### config.mk
export PLATFORM = sky130hd
export DESIGN_NAME = codec_defaults
export DESIGN_NICKNAME = d
export VERILOG_FILES = /design/src/hw/codec_defaults_pkg.sv /design/src/hw/codec_defaults.sv /design/src/hw/fsk_ram.sv
export VERILOG_INCLUDE_DIRS = /design/src /design/src/hw
export SDC_FILE = /design/constraint.sdc
export NUM_CORES = 1
export LEC_CHECK = 0
export CORE_UTILIZATION = 68
export DETAILED_ROUTE_END_ITERATION = 7
export DONT_BUFFER_PORTS = 1
export GPL_TIMING_DRIVEN = 0
export PLACE_DENSITY = 0.89
export SETUP_SLACK_MARGIN = 0.2
export SLEW_MARGIN = 20
export SYNTH_ARGS = -nofsm -noshare
export SYNTH_HDL_FRONTEND = slang
export SYNTH_SLANG_ARGS = --single-unit
### constraint.sdc
create_clock -name ref_clk -period 4.1 [get_ports ref_clk]
set_clock_uncertainty 0.05 [all_clocks]
set_input_delay 0.615 -clock ref_clk [delete_from_list [all_inputs] [get_ports ref_clk]]
set_output_delay 0.615 -clock ref_clk [all_outputs]
set_load 0.005 [all_outputs]
### src/hw/codec_defaults_map.svh
// constants for the codec default-state and shared tone-RAM access block
// assumes an 8 ns master clock and a byte-level host command port
// Operation
// - data moves high byte then low byte, word 7 down to word 0
// - read answers identification byte then sixteen block bytes
// - default state on power-on, reset command, or reset pin low 50 us
// - default: all four channels powered down in standby
// - default: all loopbacks and cutoff disabled
// - default: every channel uses highway one for transmit and receive
// - default: master clock selection is 2.048 MHz
// - default: slots 0 to 3 per channel, rate equals bit clock
// - default: A-law companding
// - default: programmable filters bypassed, high-pass filters enabled
// - default: all three bidirectional signaling pins are inputs
// - default: signaling inputs pass without debounce
// - default: interrupts masked and pending interrupts cleared
// - default: tone, FSK, ring trip and level meter disabled
// - default: both chopper outputs driven high
// - no reset alters RAM contents
// - RAM is four blocks of eight 16-bit words; command b4=1, b3=0
`ifndef CODEC_DEFAULTS_MAP_SVH
`define CODEC_DEFAULTS_MAP_SVH
`define CMD_DIR_BIT      7
`define CMD_B4_BIT       4
`define CMD_B3_BIT       3
`define CMD_BLK_MSB      2
`define CMD_TYPE_MASK    8'h78
`define CMD_TYPE_VALUE   8'h70
`define ID_BYTE_DEFAULT  8'h5A
`define CLK_PERIOD_NS    8
`define RST_PIN_MIN_US   50
`define RST_PIN_CYCLES   ((`RST_PIN_MIN_US * 1000 + `CLK_PERIOD_NS - 1) / `CLK_PERIOD_NS)
`define MCLK_SEL_DEFAULT 4'h2
`define FILTER_SEL_DEFAULT 8'h08
`define TOP_WORD         3'h7
`endif

### src/hw/codec_defaults_pkg.sv
// types for the codec default-state block
// assumes codec_defaults_map.svh supplies the numbers
package codec_defaults_pkg;
  typedef enum logic [2:0] {
    st_idle, st_wr_hi, st_wr_lo, st_rd_id, st_rd_hi, st_rd_lo
  } xfer_e;

  typedef struct packed {
    logic [3:0] chan_power_up;
    logic [4:0] loopback_en;
    logic       cutoff_en;
    logic [3:0] tx_highway_sel;
    logic [3:0] rx_highway_sel;
    logic [3:0] mclk_sel;
    logic [6:0] tx_slot_ch1;
    logic [6:0] tx_slot_ch2;
    logic [6:0] tx_slot_ch3;
    logic [6:0] tx_slot_ch4;
    logic [2:0] clock_slope;
    logic       mu_law;
    logic [7:0] filter_sel;
  } codec_cfg_s;

  typedef struct packed {
    logic [3:0] slic_bidir_pin_a_oe;
    logic [3:0] slic_bidir_pin_b_oe;
    logic [3:0] slic_bidir_pin_c_oe;
    logic [3:0] slic_input_a_debounce;
    logic [3:0] slic_input_b_debounce;
    logic [4:0] irq_mask_n;
    logic       irq_pending;
    logic       fsk_en;
    logic [3:0] tone_en;
    logic       ring_trip_en;
    logic       level_meter_en;
    logic       chopper_out_a;
    logic       chopper_out_b;
  } codec_feat_s;
endpackage : codec_defaults_pkg

### src/hw/codec_defaults.sv
// default-state sequencer and byte-level block access to the tone RAM
// assumes the host port delivers whole bytes synchronous to ref_clk
`include "codec_defaults_map.svh"
module codec_defaults #(
  parameter int RST_PIN_CYCLES = `RST_PIN_CYCLES,
  parameter logic [7:0] ID_BYTE = `ID_BYTE_DEFAULT // arbitrary value
) (
  // clock and reset
  input  wire logic                     ref_clk,
  input  wire logic                     rstn,
  // reset sources
  input  wire logic                     reset_pin_n,
  input  wire logic                     reset_cmd,
  // host byte port
  input  wire logic                     cs_n,
  input  wire logic                     rx_valid,
  input  wire logic [7:0]               rx_byte,
  input  wire logic                     tx_ready,
  output      logic                     tx_valid,
  output      logic [7:0]               tx_byte,
  output      logic                     busy,
  // default-state outputs
  output      logic                     in_default,
  output      codec_defaults_pkg::codec_cfg_s  cfg,
  output      codec_defaults_pkg::codec_feat_s feat
);
  logic        rst_meta;
  logic        rst_sync_n;
  logic [$clog2(RST_PIN_CYCLES+1)-1:0] low_cnt;
  logic        pin_reset;
  logic        apply_default;

  codec_defaults_pkg::xfer_e state;
  codec_defaults_pkg::xfer_e next_state;
  logic [1:0]  blk;
  logic [2:0]  word;
  logic [7:0]  hi_hold;
  logic        ram_wr;
  logic [15:0] ram_rd;
  logic        last_word;
  logic        cmd_hit;
  logic        cmd_write;
  logic        tx_take;
  logic        byte_in;
  logic        load_default;
  logic        in_idle;
  logic        in_wr_hi;
  logic        in_wr_lo;
  logic        in_rd_id;
  logic        in_rd_hi;
  logic        in_rd_lo;
  logic        word_step;
  logic        rd_settle;
  logic        offer_now;
  logic [7:0]  offer_byte;

  // two-flop release of the async reset
  always_ff @(posedge ref_clk or negedge rstn) begin
    if (!rstn) begin
      rst_meta   <= 1'b0;
      rst_sync_n <= 1'b0;
    end else begin
      rst_meta   <= 1'b1;
      rst_sync_n <= rst_meta;
    end
  end

  // reset pin must stay low for the full qualifying time
  always_ff @(posedge ref_clk or negedge rst_sync_n) begin
    if (!rst_sync_n) begin
      low_cnt <= '0;
    end else if (reset_pin_n) begin
      low_cnt <= '0;
    end else if (!pin_reset) begin
      low_cnt <= low_cnt + 1'b1;
    end
  end

  assign pin_reset = (low_cnt >= ($clog2(RST_PIN_CYCLES+1))'(RST_PIN_CYCLES));
  assign apply_default = pin_reset || reset_cmd;

  function automatic codec_defaults_pkg::codec_cfg_s default_cfg();
    codec_defaults_pkg::codec_cfg_s c;
    c = '0;
    c.chan_power_up  = 4'h0;
    c.loopback_en    = 5'h00;
    c.cutoff_en      = 1'b0;
    c.tx_highway_sel = 4'h0;
    c.rx_highway_sel = 4'h0;
    c.mclk_sel       = `MCLK_SEL_DEFAULT;
    c.tx_slot_ch1    = 7'h00;
    c.tx_slot_ch2    = 7'h01;
    c.tx_slot_ch3    = 7'h02;
    c.tx_slot_ch4    = 7'h03;
    c.clock_slope    = 3'h0;
    c.mu_law         = 1'b0;
    c.filter_sel     = `FILTER_SEL_DEFAULT;
    return c;
  endfunction : default_cfg

  function automatic codec_defaults_pkg::codec_feat_s default_feat();
    codec_defaults_pkg::codec_feat_s f;
    f = '0;
    f.slic_bidir_pin_a_oe   = 4'h0;
    f.slic_bidir_pin_b_oe   = 4'h0;
    f.slic_bidir_pin_c_oe   = 4'h0;
    f.slic_input_a_debounce = 4'h0;
    f.slic_input_b_debounce = 4'h0;
    f.irq_mask_n            = 5'h00;
    f.irq_pending           = 1'b0;
    f.fsk_en                = 1'b0;
    f.tone_en               = 4'h0;
    f.ring_trip_en          = 1'b0;
    f.level_meter_en        = 1'b0;
    f.chopper_out_a         = 1'b1;
    f.chopper_out_b         = 1'b1;
    return f;
  endfunction : default_feat

  // read states offer a byte to the host
  function automatic logic is_read_state(codec_defaults_pkg::xfer_e s);
    logic r;
    r = 1'b0;
    case (s)
      codec_defaults_pkg::st_rd_id: r = 1'b1;
      codec_defaults_pkg::st_rd_hi: r = 1'b1;
      codec_defaults_pkg::st_rd_lo: r = 1'b1;
      default:                      r = 1'b0;
    endcase
    return r;
  endfunction : is_read_state

  // power-on and later resets all load the same default image
  assign load_default = apply_default || !in_default;

  always_ff @(posedge ref_clk or negedge rst_sync_n) begin
    if (!rst_sync_n) begin
      cfg <= '0;
    end else if (load_default) begin
      cfg <= default_cfg();
    end
  end

  always_ff @(posedge ref_clk or negedge rst_sync_n) begin
    if (!rst_sync_n) begin
      feat       <= '0;
      in_default <= 1'b0;
    end else if (load_default) begin
      feat       <= default_feat();
      in_default <= 1'b1;
    end
  end

  // command decode: b6..4 set, b3 clear, block in b1..0, bit 7 direction
  assign cmd_hit   = ((rx_byte & `CMD_TYPE_MASK) == `CMD_TYPE_VALUE);
  assign cmd_write = rx_byte[`CMD_DIR_BIT];
  assign last_word = (word == 3'h0);
  assign tx_take   = tx_valid && tx_ready;
  assign byte_in   = rx_valid && !cs_n && !apply_default;
  assign ram_wr    = in_wr_lo && byte_in;
  assign word_step = ram_wr || (in_rd_lo && tx_take);

  // one-hot views of the transfer state
  assign in_idle   = (state == codec_defaults_pkg::st_idle);
  assign in_wr_hi  = (state == codec_defaults_pkg::st_wr_hi);
  assign in_wr_lo  = (state == codec_defaults_pkg::st_wr_lo);
  assign in_rd_id  = (state == codec_defaults_pkg::st_rd_id);
  assign in_rd_hi  = (state == codec_defaults_pkg::st_rd_hi);
  assign in_rd_lo  = (state == codec_defaults_pkg::st_rd_lo);

  // a byte is offered only after the RAM read has followed the pointer
  assign offer_now = is_read_state(state) && !cs_n && !apply_default &&
                     !tx_take && !rd_settle;
  assign offer_byte = in_rd_id ? ID_BYTE :
                      in_rd_hi ? ram_rd[15:8] : ram_rd[7:0];

  // transfer sequencing; deselect or default load wins in the register
  always_comb begin
    next_state = state;
    case (state)
      codec_defaults_pkg::st_idle: begin
        if (byte_in && cmd_hit) begin
          next_state = cmd_write ? codec_defaults_pkg::st_wr_hi
                                 : codec_defaults_pkg::st_rd_id;
        end
      end
      codec_defaults_pkg::st_wr_hi: begin
        if (byte_in) begin
          next_state = codec_defaults_pkg::st_wr_lo;
        end
      end
      codec_defaults_pkg::st_wr_lo: begin
        if (byte_in) begin
          next_state = last_word ? codec_defaults_pkg::st_idle
                                 : codec_defaults_pkg::st_wr_hi;
        end
      end
      codec_defaults_pkg::st_rd_id: begin
        if (tx_take) begin
          next_state = codec_defaults_pkg::st_rd_hi;
        end
      end
      codec_defaults_pkg::st_rd_hi: begin
        if (tx_take) begin
          next_state = codec_defaults_pkg::st_rd_lo;
        end
      end
      codec_defaults_pkg::st_rd_lo: begin
        if (tx_take) begin
          next_state = last_word ? codec_defaults_pkg::st_idle
                                 : codec_defaults_pkg::st_rd_hi;
        end
      end
      default: next_state = codec_defaults_pkg::st_idle;
    endcase
  end

  // chip select high aborts; completed words stay written
  always_ff @(posedge ref_clk or negedge rst_sync_n) begin
    if (!rst_sync_n) begin
      state <= codec_defaults_pkg::st_idle;
    end else if (cs_n || apply_default) begin
      state <= codec_defaults_pkg::st_idle;
    end else begin
      state <= next_state;
    end
  end

  // block latched with the command
  always_ff @(posedge ref_clk or negedge rst_sync_n) begin
    if (!rst_sync_n) begin
      blk <= 2'h0;
    end else if (in_idle) begin
      blk <= rx_byte[1:0];
    end
  end

  // word pointer counts down from the top word of the block
  always_ff @(posedge ref_clk or negedge rst_sync_n) begin
    if (!rst_sync_n) begin
      word <= `TOP_WORD;
    end else if (in_idle) begin
      word <= `TOP_WORD;
    end else if (word_step) begin
      word <= word - 3'h1;
    end
  end

  // high byte waits for its low byte
  always_ff @(posedge ref_clk or negedge rst_sync_n) begin
    if (!rst_sync_n) begin
      hi_hold <= 8'h00;
    end else if (in_wr_hi && byte_in) begin
      hi_hold <= rx_byte;
    end
  end

  fsk_ram #(
    .AW (5),
    .DW (16)
  ) u_ram (
    .ref_clk (ref_clk),
    .wr_en   (ram_wr),
    .addr    ({blk, word}),
    .wr_data ({hi_hold, rx_byte}),
    .rd_data (ram_rd)
  );

  // a take leaves one cycle for the RAM read to follow the new word
  always_ff @(posedge ref_clk or negedge rst_sync_n) begin
    if (!rst_sync_n) begin
      rd_settle <= 1'b0;
    end else begin
      rd_settle <= tx_take;
    end
  end

  // offer drops for the take cycle and the settle cycle
  always_ff @(posedge ref_clk or negedge rst_sync_n) begin
    if (!rst_sync_n) begin
      tx_valid <= 1'b0;
    end else begin
      tx_valid <= offer_now;
    end
  end

  // byte held while offered, so it stands until taken
  always_ff @(posedge ref_clk or negedge rst_sync_n) begin
    if (!rst_sync_n) begin
      tx_byte <= 8'h00;
    end else if (offer_now) begin
      tx_byte <= offer_byte;
    end
  end

  // a default load ends the transfer at once
  always_ff @(posedge ref_clk or negedge rst_sync_n) begin
    if (!rst_sync_n) begin
      busy <= 1'b0;
    end else begin
      busy <= (next_state != codec_defaults_pkg::st_idle) && !cs_n &&
              !apply_default;
    end
  end
endmodule : codec_defaults

### src/hw/fsk_ram.sv
// shared tone-data RAM, 32 words of 16 bits, registered read data
// assumes one port and no reset on the array
module fsk_ram #(
  parameter int AW = 5,
  parameter int DW = 16
) (
  // clock
  input  wire logic          ref_clk,
  // access
  input  wire logic          wr_en,
  input  wire logic [AW-1:0] addr,
  input  wire logic [DW-1:0] wr_data,
  output      logic [DW-1:0] rd_data
);
  logic [DW-1:0] mem [0:(1<<AW)-1];

  // no reset here, contents survive any reset
  always_ff @(posedge ref_clk) begin
    if (wr_en) begin
      mem[addr] <= wr_data;
    end
    rd_data <= mem[addr];
  end
endmodule : fsk_ram

==> summary.md <==
The first detailed-routing pass ran for 8 iterations. In this run the count of I/O pins placed on the die edge is 123. For this design the ratio of total power to cell area is 464 mW/mm². The total overflow left after global routing is 0. CTS built an H-tree with a depth of 2.

Timing would allow up to 265 MHz. The required arrival time at the worst endpoint came out at 4.40 ns. After detailed routing, the number of vias per cell comes to 7.07. The antenna violation net count after detailed routing was 0; the final critical-path required period was 3.77 ns.

The checks that failed: design-rule violations. The initialized floorplan defines 66 standard-cell rows. The clock-pin slew reported for the worst setup and hold paths after clock tree synthesis came out at 0.06 ns. For this block, the via count after detailed routing is 12844. The clock reaches the later pin of the worst-skew pair after 0.60 ns.

The initial utilization of the core area, before any placement, comes to 69.2%. The kind of cell with the highest combined delay on the critical path is buffers and inverters. Data arrives at the worst endpoint at 4.07 ns. The min-delay analysis places its worst path in the category in2reg. The tools report the hold violation total from the final report as 0.

The HPWL reported at the end of detailed placement is 35600 µm. For the number of antenna violations at the first check in global routing, the log shows 3. At the end of routability-driven placement, the weighted congestion stood at 1.00. The first global-routing pass estimated 87200 µm of wire. Setup violations remaining at the end of the flow were counted as 0. In this run the static leakage power is 0.00889 µW. Leaving out fill and tap cells, the most frequent cell in the layout is sky130_fd_sc_hd__edfxtp_1. The number of cell instances on the worst register-to-register path works out to 7. The area growth from synthesis to final layout came out at 13.7%.

On the final layout, the worst hold slack is 0.0386 ns. After synthesis the netlist holds a flip-flop and latch count of 571. The tools report the die area as 0.0339 mm².

The register-to-register path setup slack was 0.33 ns; the headroom to the max-slew limit was 10.8%. In this run the horizontal extent of the chip is 184 µm. Across every metal layer, demand over resource in global routing totals 38.0%.

The longest clock path from root to sink contains 3 buffers. The flow ran to the end, but the final reports show violations. Of the available clock period, the critical path in the final layout requires 91.9%.

The slowest stage of the critical path is the sky130_fd_sc_hd__clkbuf_1 cell. The tools report the number of CTS-inserted buffers as 53. The tree is rooted in a sky130_fd_sc_hd__clkbuf_16. The worst hold path stage count works out to 1. Counting every instance in the synthesized netlist gives 1156. The instance count on the critical path works out to 7. The max-slew violation count is 0, and the share of cells above drive strength 1 is 30.4%. The number of global-route vias before repair is 12318, and the die extent in y is 184 µm. The register area share after synthesis was 74.3%. 0 antenna diodes ended up in the layout. Max-cap violations in this run came to 0. Mean post-synth cell area: 19.5 µm². For this run, design rule violations remaining after detail routing come to 4. The netlist uses 49 different library cells. The number of flops mapped to enable cells by yosys was 512. TritonCTS built the clock tree. The library cells used most frequently in the layout, excluding fill and tap cells, are sky130_fd_sc_hd__edfxtp_1, sky130_fd_sc_hd__mux4_2, sky130_fd_sc_hd__buf_4. The critical path is of the reg2reg type. For this run, the post-layout net count is 1353. The tree built by TritonCTS fans out to 571 sinks. Of all nets on the critical path, the largest fanout is 10. The share of flip-flops with an asynchronous set or reset came out at 7.53%.

The kind of capture point of the worst setup path was a register. The Yosys step of the flow raised 0 warnings. After detailed routing, the average wire length per cell comes to 34.2 µm. The signal on the critical path passes through clkbuf_1 -> clkbuf_1 -> inv_1 -> ha_1 -> nand2_1 -> nor2_2 -> buf_6.

The total wire length after detailed routing is 62200 µm. In the final timing run, aggregate negative setup slack is 0 ns. The most numerous cell type found on the critical path is sky130_fd_sc_hd__clkbuf_1.

The buffers plus inverters on the worst setup path works out to 4. For this run, the leading register cell type out of synthesis is sky130_fd_sc_hd__edfxtp_1. STA classifies the critical path startpoint as a register. Setup repair after global routing left no endpoint under its margin. The port buffer count works out to 0.

The mapped netlist covers 0.0226 mm². The logs give 2386 for the number of DRC violations after detailed-routing iteration 0 and 35 for the maximum number of pins on one net before global-route repair. For this run, the slowest stage of the critical path takes 0.76 ns. At the pin with the least slew margin, the transition time is 1.34 ns. The floorplan step defined a core boundary enclosing 0.0326 mm². The worst-case IR drop observed on VDD is 0.316 mV.
==> cells in the mapped netlist (all sizes together) (5+ instances only) <==
library cell | n | share of area (%)
a22oi | 64 | 2.1
a211oi | 10 | 0.33
nand3 | 10 | 0.22
nand2 | 35 | 0.58
inv | 8 | 0.13
xnor2 | 12 | 0.47
nor2b | 5 | 0.14
mux4 | 128 | 13
a21oi | 7 | 0.16
edfxtp | 512 | 68
mux2 | 18 | 0.90
nand4 | 16 | 0.44
nor2 | 56 | 0.93
clkbuf | 30 | 0.50
dfrtp | 40 | 4.4
o21ai | 6 | 0.13
and3 | 7 | 0.19
ha | 7 | 0.39
buf | 121 | 3.7
and2 | 6 | 0.18
nor3 | 5 | 0.11
dfxtp | 16 | 1.4
==> stage by stage <==
stage	power (µW)	utilization, %	cells	setup slack (ns)	instance area (µm²)
2_1_floorplan	6920	-	1245	1.28	22900
3_3_place_gp	7070	72.0	1687	0.120	23500
3_5_place_dp	7110	73.4	1717	0.564	24000
4_1_cts	11900	78.7	1817	0.552	25700
5_1_grt	12200	78.8	1817	0.375	25700
6_report	11900	78.8	1817	0.332	25700
==> final timing paths <==
path / endpoint / startpoint
max in group asynchronous: word[2] / rst_sync_n
hold / removal: low_cnt[0] / reset_pin_n
hold reg to reg: low_cnt[8] / rst_sync_n
min in group asynchronous: low_cnt[8] / rst_sync_n
setup reg to reg: u_ram.mem[17][4] / word[1]
setup / recovery: u_ram.mem[17][4] / word[1]
==> final cells by class <==
cell class | instances | area, µm²
plain buffers | 151 | 951
fillers | 1524 | 6930
multi-input cells | 515 | 5250
clock inverters | 32 | 277
clock buffers | 67 | 1440
inverters | 8 | 30.0
flip-flops and latches | 571 | 16800
well taps | 442 | 553
repair buffers | 31 | 405
==> sequential cells by signal, summed over array words and instances (netlist names) <==
signal,count
rst_sync_n,1
word,3
u_ram.rd_data,16
busy,1
tx_valid,1
tx_byte,8
rd_settle,1
rst_meta,1
feat,1
state,3
u_ram.mem,512
blk,2
low_cnt,13
hi_hold,8
==> power by group <==
part | internal, µW | switching, µW | total [µW]
registers | 6520 | 234 | 6760
logic | 115 | 149 | 263
clock network | 2800 | 2110 | 4900
==> cells by family (layout without fill, tap and decap cells) <==
logic type | count (synthesis) | count (layout) | share of synthesized area [%]
muxes | 149 | 149 | 13.8
AOI/OAI and AO/OA | 98 | 98 | 3.20
buffers and inverters | 159 | 289 | 4.34
and+or+nand+nor | 157 | 157 | 3.47
xor gates and xnor gates | 12 | 12 | 0.465
adders and majority gates | 8 | 8 | 0.432
DFF | 571 | 571 | 74.3
other | 2 | 91 | 0.0332
==> layer usage <==
| metal | global-route usage [%] | vias to the layer above | part of all wire, % |
|---|---|---|---|
| met5 | 0 | - | 0.13 |
| met3 | 12.6 | 306 | 15 |
| met1 | 48.8 | 6337 | 32 |
| met2 | 58.0 | 1370 | 46 |
| li1 | - | 4827 | - |
| met4 | 20.9 | 4 | 6.6 |
==> worst register-to-register path, cell delays in order, from the launching register on <==
cell,delay (ns)
sky130_fd_sc_hd__dfstp_2,0.64
sky130_fd_sc_hd__clkbuf_1,0.44
sky130_fd_sc_hd__clkbuf_1,0.76
sky130_fd_sc_hd__inv_1,0.25
sky130_fd_sc_hd__ha_1,0.27
sky130_fd_sc_hd__nand2_1,0.56
sky130_fd_sc_hd__nor2_2,0.32
sky130_fd_sc_hd__buf_6,0.25
==> repair_timing <==
item,in CTS,in global routing
resized for setup,0,0
buffers inserted,0,0
endpoints found under the hold margin,2,0
hold buffers,1,0
Power figures use the tool's default switching activity.
